`src/pkg/uipfc_pkg.sv`:
```
package uipfc_pkg;
    // Register byte offsets on the APB
    localparam logic [7:0] OFS_HOLD = 8'h00; // Rx read / tx write
    localparam logic [7:0] OFS_IEN = 8'h04; // Interrupt enables
    localparam logic [7:0] OFS_ISR = 8'h08; // Status read / queue write
    localparam logic [7:0] OFS_EFR = 8'h0c; // Enhanced features
    localparam logic [7:0] OFS_LSR = 8'h10; // Line condition read
    localparam logic [7:0] OFS_MSR = 8'h14; // Modem condition read
    // Interrupt status codes, bits 5..0
    localparam logic [5:0] CODE_LINE = 6'h06;
    localparam logic [5:0] CODE_TOUT = 6'h0c;
    localparam logic [5:0] CODE_RX_DATA_READY_IRQ = 6'h04;
    localparam logic [5:0] CODE_TX_READY_IRQ = 6'h02;
    localparam logic [5:0] CODE_MODEM = 6'h00;
    localparam logic [5:0] CODE_XOFF = 6'h10;
    localparam logic [5:0] CODE_FLOW = 6'h20;
    localparam logic [5:0] CODE_NONE = 6'h01;
    // Field positions
    localparam int IEN_RX = 0;
    localparam int IEN_TX = 1;
    localparam int IEN_LINE = 2;
    localparam int IEN_MODEM = 3;
    localparam int IEN_XOFF = 5;
    localparam int IEN_RTS = 6;
    localparam int IEN_CTS = 7;
    localparam int EFR_ENH = 4;
    localparam int EFR_ARTS = 6;
    localparam int EFR_ACTS = 7;
    localparam int QC_EN = 0;
    localparam int QC_RXCLR = 1;
    localparam int QC_TXCLR = 2;
    localparam int QC_TXT = 4;
    localparam int QC_RXT = 6;
    // Reset values
    localparam logic [7:0] IEN_RST = 8'h00;
    localparam logic [7:0] EFR_RST = 8'h00;
    localparam logic [1:0] TRIG_RST = 2'h0;
    // Trigger levels per 2-bit select
    localparam logic [4:0] LVL_0 = 5'h01;
    localparam logic [4:0] LVL_1 = 5'h04;
    localparam logic [4:0] LVL_2 = 5'h08;
    localparam logic [4:0] LVL_3 = 5'h0e;
    // Timeout: four characters plus this many bit times
    localparam int TOUT_CHARS = 4;
    localparam int TOUT_BITS = 12;
    localparam int TOUT_W = 8;
endpackage : uipfc_pkg

```
`src/uipfc_ctrl.sv`:
```
// Design decisions made here: the APB slave port and the placing of the registers.
`timescale 1ns/10ps
// Notes on behaviour
// - Enabled CTS rise raises flow interrupt
// - Status read gives highest pending code
// - Line status 000110, timeout 001100
// - Rx ready 000100, tx 000010, modem 000000
// - Xoff 010000, flow 100000, idle 000001
// - Line errors interrupt; line read clears
// - Rx ready while fill at trigger
// - Timeout after four chars plus twelve bits
// - Tx ready on trigger/empty; status read clears
// - Modem bits interrupt; modem read clears
// - Xoff/special interrupt and their clears
// - Auto flow deassert interrupt; modem read clears
// - Wake-up interrupt cleared by status read
// - Status bit 0 low while a non-wake source pends
// - Status bits 4,5 need enhanced enable
// - Status bits 7:6 mirror queue enable
// - Queue enable bit gates other bits
// - Rx queue clear pulse, self clearing
// - Tx queue clear pulse, self clearing
// - Tx trigger select, enhanced only
// - Rx trigger select, reset level one
// - Enable bits 0-3 mask four sources
// - Enable bits 5,6 gate xoff, RTS
module uipfc_ctrl
    import uipfc_pkg::*;
#(
    parameter int CHAR_BITS = 10 // Bit times per character frame
) (
    // Clock and reset
    input wire logic pclk,
    input wire logic presetn,
    // APB slave
    input wire logic psel,
    input wire logic penable,
    input wire logic pwrite,
    input wire logic [7:0] paddr,
    input wire logic [31:0] pwdata,
    output logic [31:0] prdata,
    output logic pready,
    output logic pslverr,
    // Receive side status
    input wire logic [7:0] rx_data,
    input wire logic [4:0] rx_count,
    input wire logic rx_char_stb,
    input wire logic bit_tick,
    input wire logic [7:0] line_condition_in,
    input wire logic [7:0] modem_condition_in,
    input wire logic xoff_det,
    input wire logic xon_det,
    input wire logic special_det,
    input wire logic wake_stb,
    // Transmit side status and flow pins
    input wire logic [4:0] tx_count,
    input wire logic cts_n_in,
    input wire logic rts_n_in,
    // Control outputs
    output logic irq,
    output logic fifo_enable,
    output logic rx_fifo_clear,
    output logic tx_fifo_clear,
    output logic [4:0] rx_trigger,
    output logic [4:0] tx_trigger,
    output logic auto_cts_en,
    output logic auto_rts_en,
    // Access strobes towards the datapath
    output logic tx_write_stb,
    output logic [7:0] tx_write_data,
    output logic rx_read_stb,
    output logic line_read_stb,
    output logic modem_read_stb
);

    localparam logic [TOUT_W-1:0] TOUT_LIMIT =
        TOUT_W'(TOUT_CHARS * CHAR_BITS + TOUT_BITS);

    typedef struct packed {
        logic [7:0] ien;        // Interrupt enables
        logic [7:0] enhanced_feature_reg;        // Enhanced feature bits
        logic fen;              // Queues enabled
        logic [1:0] rxt;        // Rx trigger select
        logic [1:0] txt;        // Tx trigger select
        logic rxclr;            // Rx clear pulse
        logic txclr;            // Tx clear pulse
        logic line;             // Line status pending
        logic modem;            // Modem status pending
        logic tout;             // Receive timeout pending
        logic tx;               // Tx ready pending
        logic xoff;             // Xoff seen
        logic spec;             // Special char seen
        logic flow;             // CTS/RTS change pending
        logic wake;             // Wake-up pending
        logic [TOUT_W-1:0] tcnt; // Timeout bit counter
        logic [4:0] txc_prev;   // Tx fill last cycle
        logic cts_prev;         // CTS pin last cycle
        logic rts_prev;         // RTS pin last cycle
        logic [5:0] snap;       // Code shown by status read
        logic [31:0] rdata;     // Read data
        logic txw;              // Holding write strobe
        logic [7:0] txd;        // Holding write data
        logic rxr;              // Holding read strobe
        logic lrd;              // Line read strobe
        logic mrd;              // Modem read strobe
    } uipfc_state_t;

    uipfc_state_t s_q;
    uipfc_state_t s_d;

    // Trigger level from a 2-bit select, shared by both queues
    function automatic logic [4:0] uipfc_level(input logic [1:0] sel);
        logic [4:0] l;
        l = LVL_0;
        case (sel)
            2'h1: l = LVL_1;
            2'h2: l = LVL_2;
            2'h3: l = LVL_3;
            default: l = LVL_0;
        endcase
        return l;
    endfunction : uipfc_level

    // Decoded register hits
    function automatic logic uipfc_hit(input logic [7:0] a,
                                       input logic [7:0] ofs);
        return a == ofs;
    endfunction : uipfc_hit

    // Qualified sources and current status code
    logic enh;
    logic rx_lvl;
    logic p_line, p_tout, p_rx, p_tx, p_modem, p_xoff, p_flow;
    logic pend;
    logic [5:0] code;
    logic setup, access, mapped;
    logic [4:0] rxlv, txlv;

    assign enh = s_q.enhanced_feature_reg[EFR_ENH];
    assign rxlv = uipfc_level(s_q.rxt);
    assign txlv = uipfc_level(s_q.txt);
    // Fill at trigger; without queues one char suffices
    assign rx_lvl = s_q.fen ? (rx_count >= rxlv) : (rx_count != 5'h00);
    assign p_line = s_q.line & s_q.ien[IEN_LINE];
    assign p_tout = s_q.tout & s_q.ien[IEN_RX];
    assign p_rx = rx_lvl & s_q.ien[IEN_RX];
    assign p_tx = s_q.tx & s_q.ien[IEN_TX];
    assign p_modem = s_q.modem & s_q.ien[IEN_MODEM];
    assign p_xoff = (s_q.xoff | s_q.spec) & s_q.ien[IEN_XOFF] & enh;
    assign p_flow = s_q.flow & enh;
    assign pend = p_line | p_tout | p_rx | p_tx | p_modem | p_xoff | p_flow;

    // Fixed priority encoder, level 1 highest
    always_comb begin
        if (p_line) begin
            code = CODE_LINE;
        end else if (p_tout) begin
            code = CODE_TOUT;
        end else if (p_rx) begin
            code = CODE_RX_DATA_READY_IRQ;
        end else if (p_tx) begin
            code = CODE_TX_READY_IRQ;
        end else if (p_modem) begin
            code = CODE_MODEM;
        end else if (p_xoff) begin
            code = CODE_XOFF;
        end else if (p_flow) begin
            code = CODE_FLOW;
        end else begin
            code = CODE_NONE;
        end
    end

    // Zero wait states: every access completes in its first cycle
    assign setup = psel & ~penable;
    assign access = psel & penable;
    assign mapped = uipfc_hit(paddr, OFS_HOLD) | uipfc_hit(paddr, OFS_IEN) |
                    uipfc_hit(paddr, OFS_ISR) | uipfc_hit(paddr, OFS_EFR) |
                    uipfc_hit(paddr, OFS_LSR) | uipfc_hit(paddr, OFS_MSR);

    // Next state of the whole block
    always_comb begin
        logic rd, wr, cts_rise, rts_rise;
        rd = access & ~pwrite;
        wr = access & pwrite;
        cts_rise = cts_n_in & ~s_q.cts_prev;
        rts_rise = rts_n_in & ~s_q.rts_prev;
        s_d = s_q;
        s_d.rxclr = 1'b0;
        s_d.txclr = 1'b0;
        s_d.txw = 1'b0;
        s_d.rxr = 1'b0;
        s_d.lrd = 1'b0;
        s_d.mrd = 1'b0;
        s_d.txc_prev = tx_count;
        s_d.cts_prev = cts_n_in;
        s_d.rts_prev = rts_n_in;

        // Read data captured in setup so it stands through access
        if (setup & ~pwrite) begin
            if (uipfc_hit(paddr, OFS_HOLD)) begin
                s_d.rdata = {24'h0, rx_data};
            end else if (uipfc_hit(paddr, OFS_IEN)) begin
                s_d.rdata = {24'h0, s_q.ien};
            end else if (uipfc_hit(paddr, OFS_ISR)) begin
                // Snapshot decides what the access phase clears
                s_d.rdata = {24'h0, {2{s_q.fen}}, code};
                s_d.snap = code;
                if (code == CODE_NONE && s_q.wake) begin
                    s_d.snap = CODE_NONE;
                end
            end else if (uipfc_hit(paddr, OFS_EFR)) begin
                s_d.rdata = {24'h0, s_q.enhanced_feature_reg};
            end else if (uipfc_hit(paddr, OFS_LSR)) begin
                s_d.rdata = {24'h0, line_condition_in};
            end else if (uipfc_hit(paddr, OFS_MSR)) begin
                s_d.rdata = {24'h0, modem_condition_in};
            end else begin
                s_d.rdata = 32'h0;
            end
        end

        // Clears caused by reads; sets below win in the same cycle
        if (rd && uipfc_hit(paddr, OFS_ISR)) begin
            if (s_q.snap == CODE_TX_READY_IRQ) begin
                s_d.tx = 1'b0;
            end
            if (s_q.snap == CODE_XOFF) begin
                s_d.xoff = 1'b0;
                s_d.spec = 1'b0;
            end
            s_d.wake = 1'b0;
        end
        if (rd && uipfc_hit(paddr, OFS_LSR)) begin
            s_d.line = 1'b0;
            s_d.lrd = 1'b1;
        end
        if (rd && uipfc_hit(paddr, OFS_MSR)) begin
            s_d.modem = 1'b0;
            s_d.flow = 1'b0;
            s_d.mrd = 1'b1;
        end
        if (rd && uipfc_hit(paddr, OFS_HOLD)) begin
            s_d.tout = 1'b0;
            s_d.rxr = 1'b1;
        end
        if (xon_det) begin
            s_d.xoff = 1'b0;
        end
        if (rx_char_stb) begin
            s_d.spec = 1'b0;
        end

        // Register writes
        if (wr) begin
            if (uipfc_hit(paddr, OFS_HOLD)) begin
                s_d.txw = 1'b1;
                s_d.txd = pwdata[7:0];
                s_d.tx = 1'b0;
            end else if (uipfc_hit(paddr, OFS_IEN)) begin
                // Upper enables only reachable in enhanced mode
                s_d.ien[3:0] = pwdata[3:0];
                if (enh) begin
                    s_d.ien[7:4] = pwdata[7:4];
                end
                // Enabling tx ready with an empty queue fires at once
                if (pwdata[IEN_TX] && !s_q.ien[IEN_TX] &&
                    tx_count == 5'h00) begin
                    s_d.tx = 1'b1;
                end
            end else if (uipfc_hit(paddr, OFS_ISR)) begin
                // Other bits only land when enable is written as 1
                s_d.fen = pwdata[QC_EN];
                if (pwdata[QC_EN]) begin
                    s_d.rxclr = pwdata[QC_RXCLR];
                    s_d.txclr = pwdata[QC_TXCLR];
                    s_d.rxt = pwdata[QC_RXT +: 2];
                    if (enh) begin
                        s_d.txt = pwdata[QC_TXT +: 2];
                    end
                end
            end else if (uipfc_hit(paddr, OFS_EFR)) begin
                s_d.enhanced_feature_reg = pwdata[7:0];
            end
        end

        // Timeout counter runs only while data waits in the queue
        if (rx_char_stb || (rd && uipfc_hit(paddr, OFS_HOLD)) ||
            rx_count == 5'h00 || !s_q.fen) begin
            s_d.tcnt = '0;
        end else if (bit_tick && s_q.tcnt != TOUT_LIMIT) begin
            s_d.tcnt = s_q.tcnt + TOUT_W'(1);
            if (s_q.tcnt + TOUT_W'(1) == TOUT_LIMIT) begin
                s_d.tout = 1'b1;
            end
        end

        // Event sets, placed last so they win over clears
        if (|line_condition_in[4:1]) begin
            s_d.line = 1'b1;
        end
        if (|modem_condition_in[3:0]) begin
            s_d.modem = 1'b1;
        end
        // Drop below trigger, or drain to empty
        if ((s_q.txc_prev >= txlv && tx_count < txlv) ||
            (s_q.txc_prev != 5'h00 && tx_count == 5'h00)) begin
            s_d.tx = 1'b1;
        end
        if (xoff_det) begin
            s_d.xoff = 1'b1;
        end
        if (special_det) begin
            s_d.spec = 1'b1;
        end
        if (enh && ((cts_rise && (s_q.ien[IEN_CTS] | s_q.enhanced_feature_reg[EFR_ACTS])) ||
                    (rts_rise && (s_q.ien[IEN_RTS] | s_q.enhanced_feature_reg[EFR_ARTS])))) begin
            s_d.flow = 1'b1;
        end
        if (wake_stb) begin
            s_d.wake = 1'b1;
        end
        // Clearing the rx queue also empties the timeout path
        if (s_q.rxclr) begin
            s_d.tcnt = '0;
        end
    end

    // State register
    always_ff @(posedge pclk or negedge presetn) begin
        if (!presetn) begin
            s_q <= '0;
            s_q.ien <= IEN_RST;
            s_q.enhanced_feature_reg <= EFR_RST;
            s_q.rxt <= TRIG_RST;
            s_q.txt <= TRIG_RST;
            s_q.snap <= CODE_NONE;
            s_q.cts_prev <= 1'b1;
            s_q.rts_prev <= 1'b1;
        end else begin
            s_q <= s_d;
        end
    end

    // Outputs
    assign prdata = s_q.rdata;
    assign pready = 1'b1;
    assign pslverr = access & ~mapped;
    assign irq = pend | s_q.wake;
    assign fifo_enable = s_q.fen;
    assign rx_fifo_clear = s_q.rxclr;
    assign tx_fifo_clear = s_q.txclr;
    assign rx_trigger = rxlv;
    assign tx_trigger = txlv;
    assign auto_cts_en = s_q.enhanced_feature_reg[EFR_ACTS];
    assign auto_rts_en = s_q.enhanced_feature_reg[EFR_ARTS];
    assign tx_write_stb = s_q.txw;
    assign tx_write_data = s_q.txd;
    assign rx_read_stb = s_q.rxr;
    assign line_read_stb = s_q.lrd;
    assign modem_read_stb = s_q.mrd;
endmodule : uipfc_ctrl

```
`config.mk`:
```
export PLATFORM = sky130hd
export DESIGN_NAME = uipfc_ctrl
export DESIGN_NICKNAME = d
export VERILOG_FILES = /design/src/pkg/uipfc_pkg.sv /design/src/uipfc_ctrl.sv
export SDC_FILE = /design/constraint.sdc
export NUM_CORES = 1
export LEC_CHECK = 0
export ABC_CLOCK_PERIOD_IN_PS = 6300
export BUFFER_PORTS_ARGS = -buffer_cell sky130_fd_sc_hd__buf_4
export CORE_MARGIN = 2
export CORE_UTILIZATION = 54
export CTS_CLUSTER_DIAMETER = 200
export DETAILED_ROUTE_END_ITERATION = 7
export GPL_TIMING_DRIVEN = 0
export PLACE_DENSITY = 0.86
export SLEW_MARGIN = 20
export SYNTH_ARGS = -nofsm -noshare
export SYNTH_HDL_FRONTEND = slang
export SYNTH_SLANG_ARGS = --single-unit
```
`constraint.sdc`:
```
create_clock -name pclk -period 6.3 [get_ports pclk]
set_input_delay 0.945 -clock pclk [delete_from_list [all_inputs] [get_ports pclk]]
set_output_delay 0.945 -clock pclk [all_outputs]
set_load 0.02 [all_outputs]
```
==> reports/metrics.cfg <==
[worst_setup_path]
crit_arrival_ns=3.14
critPathLaunchType=input port
worst-setup-path-type=input port to primary output
crit_path_end_kind=primary output
cp_cell_sequence=buf_4, inv_1, ha_1, nor3b_1, o21bai_1, a211oi_1, o2111ai_1, or2_1, buf_4
cp_data_required_time_ns=5.35
critPathMostFrequentCell=buf_4
worst-path-max-fanout=3
rr_worst_depth=7
rrSetupSlack_ns=3.79
crit_cells=9
r2r_end=prdata[0]$_DFFE_PN0P_
timing.rr.start=s_q[78]$_DFFE_PN0P_
cp_num_buf_inv=3
cp_slowest_cell=a211oi_1
critPathTopFamily=compound AO/OA/AOI/OAI gates
crit_path_max_incr_delay_ns=0.47

[timing]
hold_viol_final=0
fmax_ghz=0.245
slew_headroom_pct=38.4
layout_setup_ws_ns=2.21
rsz0062_at_grt=no
finalClockSkew_ns=0.0130
finalSetupTns_ns=0
finalSetupViolations=0
period_share_pct=64.9
layout_min_cycle_time_ns=4.09
worstMarginPinSlew_ns=0.925
finalMaxSlewViolations=0

[synthesis]
yosys_warnings=0
synthTopCellsByArea=dfrtp_1, buf_4, mux2_2
async_reset_ff_share_pct=100
ys.flop_type=dfrtp_1
syn_area_sq_mm=0.00418
synth.ff_latch_count=72
synth_seq_area_share_pct=43.2
syn_avg_cell_area_sq_um=10.0
netlist-cell-type-count=66
synth_edf_count=0
synth_top_area_share_pct=41.3
yosys.area.top_type=dfrtp_1
synthCells=417

[global_route]
grt_pass1_vias=3614
grt_usage_pct=27.5
grt_overflow=0
antenna_found_initial=0
grt_max_degree=73
grt_pass1_wl_microns=18100

[cells_and_area]
final_cell_mix=buf_4, dfrtp_1, nand2_1
nNetsFinal=650
layout_commonest_cell=buf_4
antennaDiodeCount=0
design_area_sq_mm=0.00535
area_delta_synth_final_pct=28.0
final_layout_size_suffix_gt1_share_pct=35.5

[route]
met3RoutedLength_microns=930
drtPass1Iterations=5
drt-vias-per-instance=5.70
wl_met1_microns=4780
highest_layer=met4
met2_length_microns=5380
wl_microns=11300
ant_nets=0
drt_iter0_markers=347
via_count=3742
wl_per_cell_microns=17.3
drc=0

[worst_hold_path]
hp-start=s_q[44]$_DFFE_PN1P_
holdPathEnd=s_q[44]$_DFFE_PN1P_
hold_path_depth=2
hold_path.class=flop to flop

[clock_tree]
post_cts_resize_count=0
h-tree-depth=3
ctsHoldBuffers=0
clock_latency_ns=0.36
cts.sinks=72
path_clk_slew_ns=0.08
clock_path_buffers=2
cts_setup_buffers=0
cts_inserted_buffers=9
cts_root_buf=clkbuf_8
cts_tree=built

[place]
dpl_cell_area_sq_mm=0.00513
pre_cts_ws_ns=2.36
gp_congestion=0.908
portBuffers=97
post-dp-hpwl_microns=8410

[floorplan]
io_pins=149
fp.dieW_microns=92.0
core_sq_mm=0.00761
start_util_pct=55.0
row_count=32
dieArea_sq_mm=0.00847
dieHeight_microns=92.0

[status]
status=complete, no violations

[power_and_ir_drop]
vdd_drop_max_mv=0.175
p_leak_nw=2.62
power_density_mw_per_mm2=196

[job]
cap_violations=0

## kinds of logic (layout without fill, tap and decap cells)
kind of cell / after synthesis / count (layout) / share of synthesized area, %
flops: 72 / 72 / 43.2
other cells: 2 / 27 / 0.180
xor+xnor: 9 / 9 / 1.88
buf+inv: 76 / 189 / 10.9
mux: 33 / 33 / 8.76
fa+ha+maj: 13 / 13 / 3.89
simple gates: 133 / 133 / 17.3
compound gates: 79 / 79 / 14.0
## how the worst max path moves through the flow
stage	startpoint	end
6_report	rx_count[0]	irq
5_1_grt	rx_count[0]	irq
4_1_cts	rx_count[0]	irq
3_5_place_dp	rx_count[0]	irq
3_3_place_gp	rx_count[0]	irq
2_1_floorplan	rx_count[0]	irq
## worst min-delay path, cell delays in order (launching register included)
cell and delay, ns:
dfstp_2 0.38, nand2_1 0.04, o21ai_1 0.05
## cell usage after synthesis, types with 2 or more instances
cell type	number
a21o_1	5
clkbuf_1	11
nand4_1	2
mux2_1	7
or4_1	4
conb_1	2
inv_1	15
dfstp_2	3
buf_4	44
o21ai_1	2
o22ai_1	5
nand3b_1	3
dfrtp_1	69
a22o_1	2
o211ai_1	4
and2_1	5
buf_2	4
and3_1	6
a21oi_1	7
or3_1	6
nor3b_1	6
nand2b_1	5
a211oi_1	4
nand3_1	14
a22oi_1	3
xnor2_1	5
buf_1	2
o31ai_1	2
nor2_1	25
o31a_1	2
or3b_1	2
nor4b_1	2
o2111ai_1	3
mux2i_1	4
nor4_1	5
o21ai_0	12
ha_1	13
o221ai_1	2
mux2_2	22
xor2_1	4
o2bb2ai_1	2
a31oi_1	10
nand2_1	31
o21bai_1	3
nor3_1	7
## state kept, by name, summed over array words and instances, names as in the netlist
register        count
auto_cts_en         1
auto_rts_en         1
enh                 1
fifo_enable         1
line_read_stb       1
modem_read_stb      1
prdata              8
rx_fifo_clear       1
rx_read_stb         1
s_q                46
tx_fifo_clear       1
tx_write_data       8
tx_write_stb        1
## through the flow
step / total power [W] / instances / hold slack (ns) / util [%]
floorplan: 0.000570 / 442 / 0.441 / -
global placement: 0.000638 / 641 / 0.458 / 67.5
detailed placement: 0.000641 / 641 / 0.458 / 67.5
CTS: 0.00105 / 657 / 0.475 / 70.4
global route: 0.00108 / 657 / 0.485 / 70.4
finish: 0.00105 / 657 / 0.474 / 70.4
## report_power, final
group / switching (W) / internal, W / leakage [nW]
Clock: 0.000180 / 0.000233 / 0.106
Sequential: 0.00000769 / 0.000474 / 0.935
Combinational: 0.0000796 / 0.0000734 / 1.58
Total: 0.000268 / 0.000780 / 2.62
## metal layers
layer  global-route usage, %  up-vias
li1                        -     1698
met1                    35.6     1799
met2                    45.8      216
met3                    6.57       29
met4                    9.20        0
met5                       0        -
## area by class of cell
class,instances,area (sq um)
buffer,61,399
clock buffer,11,141
clock inverter,5,80.1
fill,610,2250
inverter,15,56.3
multi-input combinational,294,2020
sequential,72,1810
tap,102,128
timing repair buffer,97,728
No activity file was read; power rests on OpenSTA's default activity.
